`src/include/asrf_regs.vh`:
```
// Constants for the scan sequencer and result formatter
`ifndef ASRF_REGS_VH
`define ASRF_REGS_VH

// Resolution codes per channel
`define ASRF_RES_12      2'h0
`define ASRF_RES_10      2'h1
`define ASRF_RES_8       2'h2
`define ASRF_BITS_12     4'hC
`define ASRF_BITS_10     4'hA
`define ASRF_BITS_8      4'h8
// Extra converter clocks beyond one per bit
`define ASRF_CONV_EXTRA  4'h2

// Global negative input field codes
`define ASRF_NEG_VSSA    3'h0
`define ASRF_NEG_VREF    3'h1
`define ASRF_NEG_PIN     3'h2

// Input source code of the temperature sensor
`define ASRF_SRC_TEMP    4'hC

// Signedness bits of the sample control field
`define ASRF_SGN_DIFF    1
`define ASRF_SGN_SE      0

// Trigger source codes
`define ASRF_TRIG_FW     3'h0
`define ASRF_TRIG_TIMER  3'h1
`define ASRF_TRIG_AMP    3'h2
`define ASRF_TRIG_LPCMP  3'h3
`define ASRF_TRIG_EOC    3'h4

// Result slots: sixteen channels, then injection
`define ASRF_INJ_SLOT    5'h10
`define ASRF_NO_CHAN     5'h1F

// Status flag positions
`define ASRF_FLG_EOS     0
`define ASRF_FLG_OVF     1
`define ASRF_FLG_COLL    2
`define ASRF_FLG_SAT     3
`define ASRF_FLG_RANGE   4

// Converter clock divider from ref_clk: 250 MHz / 14 is under 18 MHz
`define ASRF_SAR_DIV     8'h0E
// Averaging shift of 1 means 2 samples, 8 means 256
`define ASRF_AVG_MIN_SH  4'h1

`endif

```
`src/design/asrf_accum.v`:
```
// First-order sample accumulator for hardware averaging
`timescale 1ns/1ns
`include "asrf_regs.vh"

module asrf_accum
#(
  parameter SUM_W = 20
)
(
  // Clock and reset
  input  wire        ref_clk,
  input  wire        rst,
  // Control
  input  wire        clr,
  input  wire        add,
  input  wire [3:0]  shift,
  input  wire [11:0] sample,
  // Average of the accumulated samples
  output wire [11:0] avg
);

  reg  [SUM_W-1:0] acc_q;
  wire [SUM_W-1:0] sum_d;
  wire [SUM_W-1:0] shifted;

  // Clear and add in one cycle starts a fresh sum with this sample
  assign sum_d   = (clr ? {SUM_W{1'b0}} : acc_q) + {{(SUM_W-12){1'b0}}, sample};
  assign shifted = sum_d >> shift;
  assign avg     = shifted[11:0];

  always @(posedge ref_clk or posedge rst)
  begin
    if (rst)
      acc_q <= {SUM_W{1'b0}};
    else if (add)
      acc_q <= sum_d;
    else if (clr)
      acc_q <= {SUM_W{1'b0}};
  end

endmodule // asrf_accum

```
`src/design/asrf_format.v`:
```
// Result word formatting: signedness, alignment and resolution
`timescale 1ns/1ns
`include "asrf_regs.vh"

module asrf_format
(
  // Raw code and formatting controls
  input  wire [11:0] code,
  input  wire [1:0]  res,
  input  wire        sgn,
  input  wire        gnd_mode,
  input  wire        left,
  // Formatted word
  output reg  [15:0] result
);

  reg [11:0] c;
  reg [11:0] msb;
  reg [11:0] v;

  always @*
  begin
    c   = code;
    msb = 12'h800;
    case (res)
      `ASRF_RES_10:
      begin
        c   = {2'h0, code[9:0]};
        msb = 12'h200;
      end
      `ASRF_RES_8:
      begin
        c   = {4'h0, code[7:0]};
        msb = 12'h080;
      end
      default:
      begin
        c   = code;
        msb = 12'h800;
      end
    endcase
    // Ground-referenced single-ended: lower half of the range is unreachable
    if (gnd_mode)
      v = ((c & msb) != 12'h000) ? (c ^ msb) : 12'h000;
    else if (sgn)
      v = c ^ msb;
    else
      v = c;
    if (left)
    begin
      // Low bits below the converted value are forced to zero
      case (res)
        `ASRF_RES_10: result = {v[9:0], 6'h00};
        `ASRF_RES_8:  result = {v[7:0], 8'h00};
        default:      result = {v, 4'h0};
      endcase
    end
    else if (sgn && !gnd_mode)
    begin
      case (res)
        `ASRF_RES_10: result = {{6{v[9]}}, v[9:0]};
        `ASRF_RES_8:  result = {{8{v[7]}}, v[7:0]};
        default:      result = {{4{v[11]}}, v};
      endcase
    end
    else
      result = {4'h0, v};
  end

endmodule // asrf_format

```
`src/design/asrf_top.v`:
```
// Scan sequencer, averaging and double-buffered results around a 12-bit converter
// Operation
// - Signed results sign-extend the top bit
// - Unsigned results are zero-extended to 16 bits
// - Separate signedness bits for differential and single-ended
// - Right alignment puts the value in low bits
// - Left alignment puts top bit at 15
// - Per-channel resolution of 8, 10 or 12
// - Sixteen channels, thirteen sources, one injection channel
// - Accumulate power-of-two sample counts, 2 to 256
// - Double-buffered results, end-of-scan flag
// - Overflow, collision, saturation, over-range flags raise interrupt
// - One-shot and free-running scan modes
// - Firmware, timer, comparators or end-of-scan trigger
// - Firmware-only injection channel, own settings, tailgates
// - Enabled channels scanned without processor help
// - Differential codes span 0 to 4095 unsigned
// - Differential or single-ended chosen per channel
// - Global negative input: ground, reference, pins
// - Temperature sensor forces negative select to zero
// - Ground negative ignores signedness, limits to 0x7FF
// - Conversion takes resolution plus two clocks
`timescale 1ns/1ns
`include "asrf_regs.vh"

module asrf_top
#(
  parameter NCH     = 16,
  parameter SAR_DIV = `ASRF_SAR_DIV
)
(
  // Clock and reset
  input  wire           ref_clk,
  input  wire           rst,
  // Scan control
  input  wire [NCH-1:0] chan_en,
  input  wire           free_run,
  input  wire [2:0]     trig_sel,
  input  wire           trig_fw,
  input  wire           trig_timer,
  input  wire           trig_amp_cmp,
  input  wire           trig_lp_cmp,
  // Global configuration
  input  wire [1:0]     sample_signed,
  input  wire           left_align,
  input  wire [2:0]     neg_sel,
  input  wire [2:0]     neg_pin,
  input  wire [3:0]     avg_shift,
  input  wire [39:0]    acq_times,
  input  wire [15:0]    range_lo,
  input  wire [15:0]    range_hi,
  // Per-channel configuration, packed by channel
  input  wire [NCH*4-1:0] chan_src,
  input  wire [NCH-1:0] chan_diff,
  input  wire [NCH*2-1:0] chan_res,
  input  wire [NCH*2-1:0] chan_acq,
  input  wire [NCH-1:0] chan_avg,
  input  wire [NCH-1:0] chan_range_en,
  // Injection channel
  input  wire           inj_req,
  input  wire [3:0]     inj_src,
  input  wire           inj_diff,
  input  wire [1:0]     inj_res,
  input  wire [1:0]     inj_acq,
  input  wire           inj_avg,
  input  wire           inj_range_en,
  // Converter and input multiplexer
  input  wire [11:0]    core_data,
  output reg  [3:0]     adc_input_mux_q,
  output reg            mux_diff_q,
  output reg  [2:0]     neg_sel_out_q,
  output reg  [2:0]     neg_pin_out_q,
  output reg  [1:0]     core_res_q,
  output reg            core_sample_q,
  output reg            core_start_q,
  // Result read port
  input  wire           rd_en,
  input  wire [4:0]     rd_chan,
  output reg  [15:0]    rd_data_q,
  output reg            rd_valid_q,
  // Status
  input  wire [4:0]     flag_clr,
  input  wire [4:0]     flag_mask,
  output reg  [4:0]     flags_q,
  output reg            irq_q,
  output reg            busy_q
);

  localparam S_IDLE  = 4'h1;
  localparam S_ACQ   = 4'h2;
  localparam S_CONV  = 4'h4;
  localparam S_STORE = 4'h8;

  // Next enabled channel strictly after cur, or the lowest one if from_start, or none
  function [4:0] next_chan;
    input [NCH-1:0] en;
    input [4:0]     cur;
    input           from_start;
    integer         i;
    reg             found;
    begin
      next_chan = `ASRF_NO_CHAN;
      found     = 1'b0;
      for (i = 0; i < NCH; i = i + 1)
        if (!found && en[i] && (from_start || (i > cur)))
        begin
          next_chan = i[4:0];
          found     = 1'b1;
        end
    end
  endfunction

  function [3:0] res_bits;
    input [1:0] r;
    begin
      case (r)
        `ASRF_RES_10: res_bits = `ASRF_BITS_10;
        `ASRF_RES_8:  res_bits = `ASRF_BITS_8;
        default:      res_bits = `ASRF_BITS_12;
      endcase
    end
  endfunction

  reg [3:0]  state_q;
  reg [7:0]  div_q;
  reg        tick_q;
  reg [4:0]  chan_q;
  reg        inj_q;
  reg        inj_pend_q;
  reg [9:0]  acq_cnt_q;
  reg [3:0]  conv_cnt_q;
  reg [8:0]  samp_cnt_q;
  reg        first_q;
  reg        eos_q;
  reg [15:0] result_q [0:NCH];
  reg [NCH:0] valid_q;
  reg [11:0] last_avg_q;

  wire [3:0]  c_src;
  wire        c_diff;
  wire [1:0]  c_res;
  wire [1:0]  c_acq;
  wire        c_avg;
  wire        c_range;
  wire        is_temp;
  wire        gnd_mode;
  wire        sgn;
  wire [9:0]  acq_len;
  wire [8:0]  samp_need;
  wire [11:0] avg;
  wire [15:0] fmt;
  wire        trig;
  wire [4:0]  first_ch;
  wire [4:0]  next_ch;
  wire [11:0] res_max;
  wire [4:0]  set;

  // Active channel settings, injection slot has its own
  assign c_src   = inj_q ? inj_src : chan_src[chan_q[3:0]*4 +: 4];
  assign c_diff  = inj_q ? inj_diff : chan_diff[chan_q[3:0]];
  assign c_res   = inj_q ? inj_res : chan_res[chan_q[3:0]*2 +: 2];
  assign c_acq   = inj_q ? inj_acq : chan_acq[chan_q[3:0]*2 +: 2];
  assign c_avg   = inj_q ? inj_avg : chan_avg[chan_q[3:0]];
  assign c_range = inj_q ? inj_range_en : chan_range_en[chan_q[3:0]];
  assign acq_len = acq_times[c_acq*10 +: 10];
  // Temperature sensor is single-ended only, with the negative field forced
  assign is_temp  = (c_src == `ASRF_SRC_TEMP);
  assign gnd_mode = !c_diff && (is_temp || (neg_sel == `ASRF_NEG_VSSA));
  assign sgn = c_diff && !is_temp ? sample_signed[`ASRF_SGN_DIFF]
                                  : sample_signed[`ASRF_SGN_SE];
  assign samp_need = c_avg ? (9'h001 << avg_shift) : 9'h001;
  assign res_max   = (12'hFFF >> (4'hC - res_bits(c_res)));

  assign trig = (trig_sel == `ASRF_TRIG_FW)    ? trig_fw :
                (trig_sel == `ASRF_TRIG_TIMER) ? trig_timer :
                (trig_sel == `ASRF_TRIG_AMP)   ? trig_amp_cmp :
                (trig_sel == `ASRF_TRIG_LPCMP) ? trig_lp_cmp :
                (trig_sel == `ASRF_TRIG_EOC)   ? eos_q : 1'b0;

  assign first_ch = next_chan(chan_en, 5'h00, 1'b1);
  assign next_ch  = next_chan(chan_en, chan_q, 1'b0);

  asrf_accum #(.SUM_W(20)) u_accum
  (
    .ref_clk (ref_clk),
    .rst     (rst),
    .clr     (first_q),
    .add     ((state_q == S_CONV) && tick_q && (conv_cnt_q == 4'h1)),
    .shift   (c_avg ? avg_shift : 4'h0),
    .sample  (core_data),
    .avg     (avg)
  );

  asrf_format u_format
  (
    .code     (last_avg_q),
    .res      (c_res),
    .sgn      (sgn),
    .gnd_mode (gnd_mode),
    .left     (left_align),
    .result   (fmt)
  );

  // Event sources for the sticky flags
  assign set[`ASRF_FLG_EOS]   = eos_q;
  assign set[`ASRF_FLG_OVF]   = (state_q == S_STORE) && valid_q[chan_q];
  assign set[`ASRF_FLG_COLL]  = (state_q != S_IDLE) && trig && !free_run;
  assign set[`ASRF_FLG_SAT]   = (state_q == S_STORE) &&
                                ((last_avg_q == 12'h000) || (last_avg_q == res_max));
  assign set[`ASRF_FLG_RANGE] = (state_q == S_STORE) && c_range &&
                                ((fmt < range_lo) || (fmt > range_hi));

  // Converter clock enable from the divider
  always @(posedge ref_clk or posedge rst)
  begin
    if (rst)
    begin
      div_q  <= 8'h00;
      tick_q <= 1'b0;
    end
    else if (div_q == SAR_DIV - 8'h01)
    begin
      div_q  <= 8'h00;
      tick_q <= 1'b1;
    end
    else
    begin
      div_q  <= div_q + 8'h01;
      tick_q <= 1'b0;
    end
  end

  always @(posedge ref_clk or posedge rst)
  begin
    if (rst)
    begin
      state_q         <= S_IDLE;
      chan_q          <= 5'h00;
      inj_q           <= 1'b0;
      inj_pend_q      <= 1'b0;
      acq_cnt_q       <= 10'h000;
      conv_cnt_q      <= 4'h0;
      samp_cnt_q      <= 9'h000;
      first_q         <= 1'b0;
      eos_q           <= 1'b0;
      last_avg_q      <= 12'h000;
      core_sample_q   <= 1'b0;
      core_start_q    <= 1'b0;
      busy_q          <= 1'b0;
      adc_input_mux_q <= 4'h0;
      mux_diff_q      <= 1'b0;
      neg_sel_out_q   <= `ASRF_NEG_VSSA;
      neg_pin_out_q   <= 3'h0;
      core_res_q      <= `ASRF_RES_12;
    end
    else
    begin
      eos_q        <= 1'b0;
      core_start_q <= 1'b0;
      // Injection request waits for the running scan to finish
      if (inj_req)
        inj_pend_q <= 1'b1;
      case (state_q)
        S_IDLE:
        begin
          busy_q <= 1'b0;
          if (inj_pend_q || inj_req)
          begin
            inj_q      <= 1'b1;
            inj_pend_q <= 1'b0;
            chan_q     <= `ASRF_INJ_SLOT;
            state_q    <= S_ACQ;
            first_q    <= 1'b1;
            samp_cnt_q <= 9'h000;
            busy_q     <= 1'b1;
          end
          else if ((free_run || trig) && (first_ch != `ASRF_NO_CHAN))
          begin
            inj_q      <= 1'b0;
            chan_q     <= first_ch;
            state_q    <= S_ACQ;
            first_q    <= 1'b1;
            samp_cnt_q <= 9'h000;
            busy_q     <= 1'b1;
          end
        end
        S_ACQ:
        begin
          // Drive mux and core from the active channel
          adc_input_mux_q <= c_src;
          mux_diff_q      <= c_diff && !is_temp;
          neg_sel_out_q   <= is_temp ? `ASRF_NEG_VSSA : neg_sel;
          neg_pin_out_q   <= neg_pin;
          core_res_q      <= c_res;
          core_sample_q   <= 1'b1;
          if (!core_sample_q)
            acq_cnt_q <= acq_len;
          else if (tick_q)
          begin
            if (acq_cnt_q <= 10'h001)
            begin
              core_sample_q <= 1'b0;
              core_start_q  <= 1'b1;
              conv_cnt_q    <= res_bits(c_res) + `ASRF_CONV_EXTRA;
              state_q       <= S_CONV;
            end
            else
              acq_cnt_q <= acq_cnt_q - 10'h001;
          end
        end
        S_CONV:
        begin
          if (tick_q)
          begin
            conv_cnt_q <= conv_cnt_q - 4'h1;
            if (conv_cnt_q == 4'h1)
            begin
              // Accumulated code shifted by the averaging count, raw core code when averaging is off
              first_q    <= 1'b0;
              last_avg_q <= avg;
              samp_cnt_q <= samp_cnt_q + 9'h001;
              if (samp_cnt_q + 9'h001 >= samp_need)
                state_q <= S_STORE;
              else
                state_q <= S_ACQ;
            end
          end
        end
        S_STORE:
        begin
          first_q    <= 1'b1;
          samp_cnt_q <= 9'h000;
          if (!inj_q && (next_ch != `ASRF_NO_CHAN))
          begin
            chan_q  <= next_ch;
            state_q <= S_ACQ;
          end
          else
          begin
            eos_q   <= !inj_q;
            inj_q   <= 1'b0;
            state_q <= S_IDLE;
          end
        end
        default:
          state_q <= S_IDLE;
      endcase
    end
  end

  // Visible buffer loads only when a channel completes
  always @(posedge ref_clk)
  begin
    if (state_q == S_STORE)
      result_q[chan_q] <= fmt;
  end

  // Valid bits: a new result wins over a read in the same cycle
  always @(posedge ref_clk or posedge rst)
  begin
    if (rst)
    begin
      valid_q    <= {(NCH+1){1'b0}};
      rd_data_q  <= 16'h0000;
      rd_valid_q <= 1'b0;
      flags_q    <= 5'h00;
      irq_q      <= 1'b0;
    end
    else
    begin
      if (rd_en && (rd_chan <= `ASRF_INJ_SLOT))
      begin
        rd_data_q  <= valid_q[rd_chan] ? result_q[rd_chan] : 16'h0000;
        rd_valid_q <= valid_q[rd_chan];
        valid_q[rd_chan] <= 1'b0;
      end
      else
        rd_valid_q <= 1'b0;
      if (state_q == S_STORE)
        valid_q[chan_q] <= 1'b1;
      flags_q <= (flags_q & ~flag_clr) | set;
      irq_q   <= |(((flags_q & ~flag_clr) | set) & flag_mask);
    end
  end

endmodule // asrf_top

```
`config.mk`:
```
export PLATFORM = sky130hd
export DESIGN_NAME = asrf_top
export DESIGN_NICKNAME = d
export VERILOG_FILES = /design/src/design/asrf_accum.v /design/src/design/asrf_format.v /design/src/design/asrf_top.v
export VERILOG_INCLUDE_DIRS = /design/src /design/src/include
export SDC_FILE = /design/constraint.sdc
export NUM_CORES = 1
export LEC_CHECK = 0
export ABC_AREA = 1
export BUFFER_PORTS_ARGS = -buffer_cell sky130_fd_sc_hd__buf_4
export CORE_MARGIN = 1.5
export CORE_UTILIZATION = 54
export DETAILED_ROUTE_END_ITERATION = 12
export PLACE_DENSITY = 0.79
export SYNTH_ARGS = -nofsm -noshare
export SYNTH_HDL_FRONTEND = slang
export SYNTH_SLANG_ARGS = --single-unit
```
`constraint.sdc`:
```
create_clock -name ref_clk -period 9.5 [get_ports ref_clk]
set_input_delay 1.9 -clock ref_clk [delete_from_list [all_inputs] [get_ports ref_clk]]
set_output_delay 1.9 -clock ref_clk [all_outputs]
set_load 0.005 [all_outputs]
```
==> reports/metrics.yaml <==
ys_seq_elements: 405
grt_max_degree: 74
stdcell_count: 3250
dp_hpwl_um: 48200
setup_viol: 0
final_layout_size_suffix_gt1_frac: 0.201
worst_slew_pin_slew_ps: 1310
area.sequential_sq_um: 11500
path_class: "reg2reg"
core-area_sq_um: 39600
final_util: 0.664
synth-simple-area-share: 0.171
layout.nets: 3084
ys_seq_area_frac: 0.531
syn_nets: 2734
slew_headroom: 0.127
rsz0062_at_grt: "no"
clk_latency_ps: 570
first_iter_violations: 2022
grtUsageTotal: 0.338
slowest_stage: "a21oi_1"
crit_path_start_kind: "register"
grt_overflow_total: 0
synthMuxAreaShare: 0.000462
total_power_mw: 6.59
cp.required_ps: 10000
clockPowerShare: 0.247
worst_slack_ps: 2600
leakagePower_nw: 11.4
grt_pass1_wl_um: 107000
avgSynthCellArea_sq_um: 9.26
routed_wl_um: 70800
areaGrowthSynthToFinish_pct: 21.6
final_area_sq_um: 26300
synth_edf_count: 272
p_sw_mw: 2.53
gp_congestion: 0.939
fin_crit_sh: 0.727
dieArea_sq_um: 41300
num_rows: 73
place_area_sq_um: 25000
clock.fmax_mhz: 145
root_buffer: "clkbuf_16"
p_comb_frac: 0.385
synth_area_leaders: "edfxtp_1 38%, dfrtp_1 15%, nand2_1 8.7%"
postCtsSetupRepairBufs: 0
period_minus_slack_ps: 6900
vias_per_cell: 5.94
grt_pass1_vias: 18500
max_stage_delay_ps: 1010
fp.dieH_um: 203
multi_input_area_sq_um: 8840
p_int_mw: 4.06
die_w_um: 203
grt_antenna_before_repair: 4
pre_cts_ws_ps: 2280
initial_core_util: 0.546
synth_flop_cell: "edfxtp_1"
cp_common_cell: "nand2_1"
cts_buffers: 42
synthAdderAreaFrac: 0.0402
clkTransAtPathRegs_ps: 60
crit_arrival_ps: 7400
ir_drop_mv: 0.161
synth.top_cell.area_share: 0.377
cts_tree: "done"
netlist_area_sq_um: 21700
hold_violations: 0
placed_cells: 3168
num_vias: 19300
synth_top_family_by_area: "compound AO/OA/AOI/OAI gates"
synth-compound-area-share: 0.182
power_density_nw_per_um2: 250
drc: 0
slew_viol_final: 0
synth_warnings: 0
fillers: 3203
hold_path.class: "reg2reg"
yosys.area.top_type: "edfxtp_1"
wl_per_cell_um: 21.8
h-tree-depth: 2
netlist_top_cells_count: "500 x nand2_1, 272 x edfxtp_1, 225 x inv_1, 173 x a22oi_1, 173 x nor2_1"
seqPwrFrac: 0.368
ctsResizeCount: 0
p_sw_frac: 0.384
pin_count: 366
antenna_left: 0
tns_ps: 0
fin_skew_ps: 20.5
postSynthCellCount: 2338
maxCapViolCount: 0
clock_sinks: 405
clock_path_buffers: 3
yosysMostFrequentCell: "nand2_1"
port_buffers: 365
synth_cell_types: 69
status: "finished, final reports clean"
cts_hold_buf: 0
hold_slack_ps: 473
synth_xor_area_frac: 0.0109
synth-async-reset-ratio: 0.328
end_kind: "register"
dr.pass1.iters: 6
cp_max_fo: 29
[cells in the final DEF, fill, tap and decap left out, types with 6 or more instances in the layout]
cell type / Yosys / layout
a21o_1: 6 / 6
a21oi_1: 146 / 146
a221oi_1: 9 / 9
a22o_1: 13 / 13
a22oi_1: 173 / 173
a31oi_1: 20 / 20
a32oi_1: 6 / 6
buf_4: 1 / 407
clkbuf_1: 60 / 9
clkbuf_16: 0 / 42
clkinv_1: 9 / 17
clkinv_2: 0 / 7
dfrtp_1: 132 / 132
edfxtp_1: 272 / 272
ha_1: 68 / 68
inv_1: 225 / 224
inv_2: 9 / 9
nand2_1: 500 / 500
nand2_2: 7 / 7
nand3_1: 99 / 99
nand3_2: 7 / 7
nand4_1: 18 / 18
nor2_1: 173 / 156
nor2_2: 7 / 22
nor3_1: 30 / 28
o211ai_1: 6 / 6
o21ai_0: 137 / 134
o21ai_1: 19 / 22
o21bai_1: 9 / 9
o221ai_1: 11 / 11
o22ai_1: 23 / 23
o41ai_1: 7 / 7
or2_2: 7 / 7
xnor2_1: 6 / 6
xor2_1: 21 / 21
[power groups by stage]
stage	sequential [mW]	combinational, mW	clock [mW]
floorplan	2.41	1.72	0
finish	2.43	2.54	1.63
global route	2.44	2.82	1.70
CTS	2.42	2.50	1.64
global placement	2.45	2.42	0
detailed placement	2.46	2.49	0
[layer usage]
| metal | share of wire | vias up | track usage | wire length, um |
|---|---|---|---|---|
| met5 | 0.00018 | - | 0 | 13 |
| met4 | 0.025 | 2 | 0.0894 | 1760 |
| met3 | 0.087 | 118 | 0.0559 | 6160 |
| met2 | 0.48 | 938 | 0.565 | 34100 |
| met1 | 0.41 | 9277 | 0.459 | 28700 |
| li1 | - | 8957 | - | - |
[kinds of logic after synthesis]
family / after synthesis
AO/OA/AOI/OAI: 618
XOR/XNOR: 27
adder cells (fa/ha/maj): 69
buffers and inverters: 345
flip-flops: 405
multiplexers: 1
AND/OR/NAND/NOR: 873
[critical path: cells and delay by family (launching register included)]
| kind | cells | cell delay, ps |
|---|---|---|
| AOI/OAI and AO/OA | 8 | 2480 |
| and+or+nand+nor | 15 | 1660 |
| DFF | 1 | 960 |
| adders and majority gates | 3 | 1020 |
| buffers and inverters | 3 | 680 |
[final cells by class]
type | count | area share
Timing Repair Buffer | 407 | 0.116
Multi-Input combinational cell | 1588 | 0.336
Antenna cell | 3 | 0.000285
Inverter | 244 | 0.0351
Sequential cell | 405 | 0.437
Clock buffer | 52 | 0.0417
Clock inverter | 26 | 0.00965
Tap cell | 525 | 0.0249
[registers in the layout, indices dropped and copies added (netlist names), 2 cells and up]
register,count
neg_pin_out_q,3
adc_input_mux_q,4
samp_cnt_q,9
u_accum.acc_q,20
state_q,4
conv_cnt_q,4
result_q,272
core_res_q,2
acq_cnt_q,10
neg_sel_out_q,3
flags_q,5
div_q,8
last_avg_q,12
chan_q,5
valid_q,17
rd_data_q,16
[path summary, 6_finish.rpt]
path,startpoint,to,slack (ps),depth (start not counted)
worst max-delay path,chan_q[1]$_DFFE_PP0P_,irq_q$_DFF_PP0_,2600,29
worst min-delay path,chan_q[0]$_DFFE_PP0P_,chan_q[0]$_DFFE_PP0P_,470,2
worst max register to register,chan_q[1]$_DFFE_PP0P_,irq_q$_DFF_PP0_,2600,29
worst min register to register,chan_q[0]$_DFFE_PP0P_,chan_q[0]$_DFFE_PP0P_,470,2
max in group asynchronous,rst,valid_q[14]$_DFF_PP0_,6680,3
min in group asynchronous,rst,div_q[1]$_DFF_PP0_,1470,2
Power figures use the tool's default switching activity.
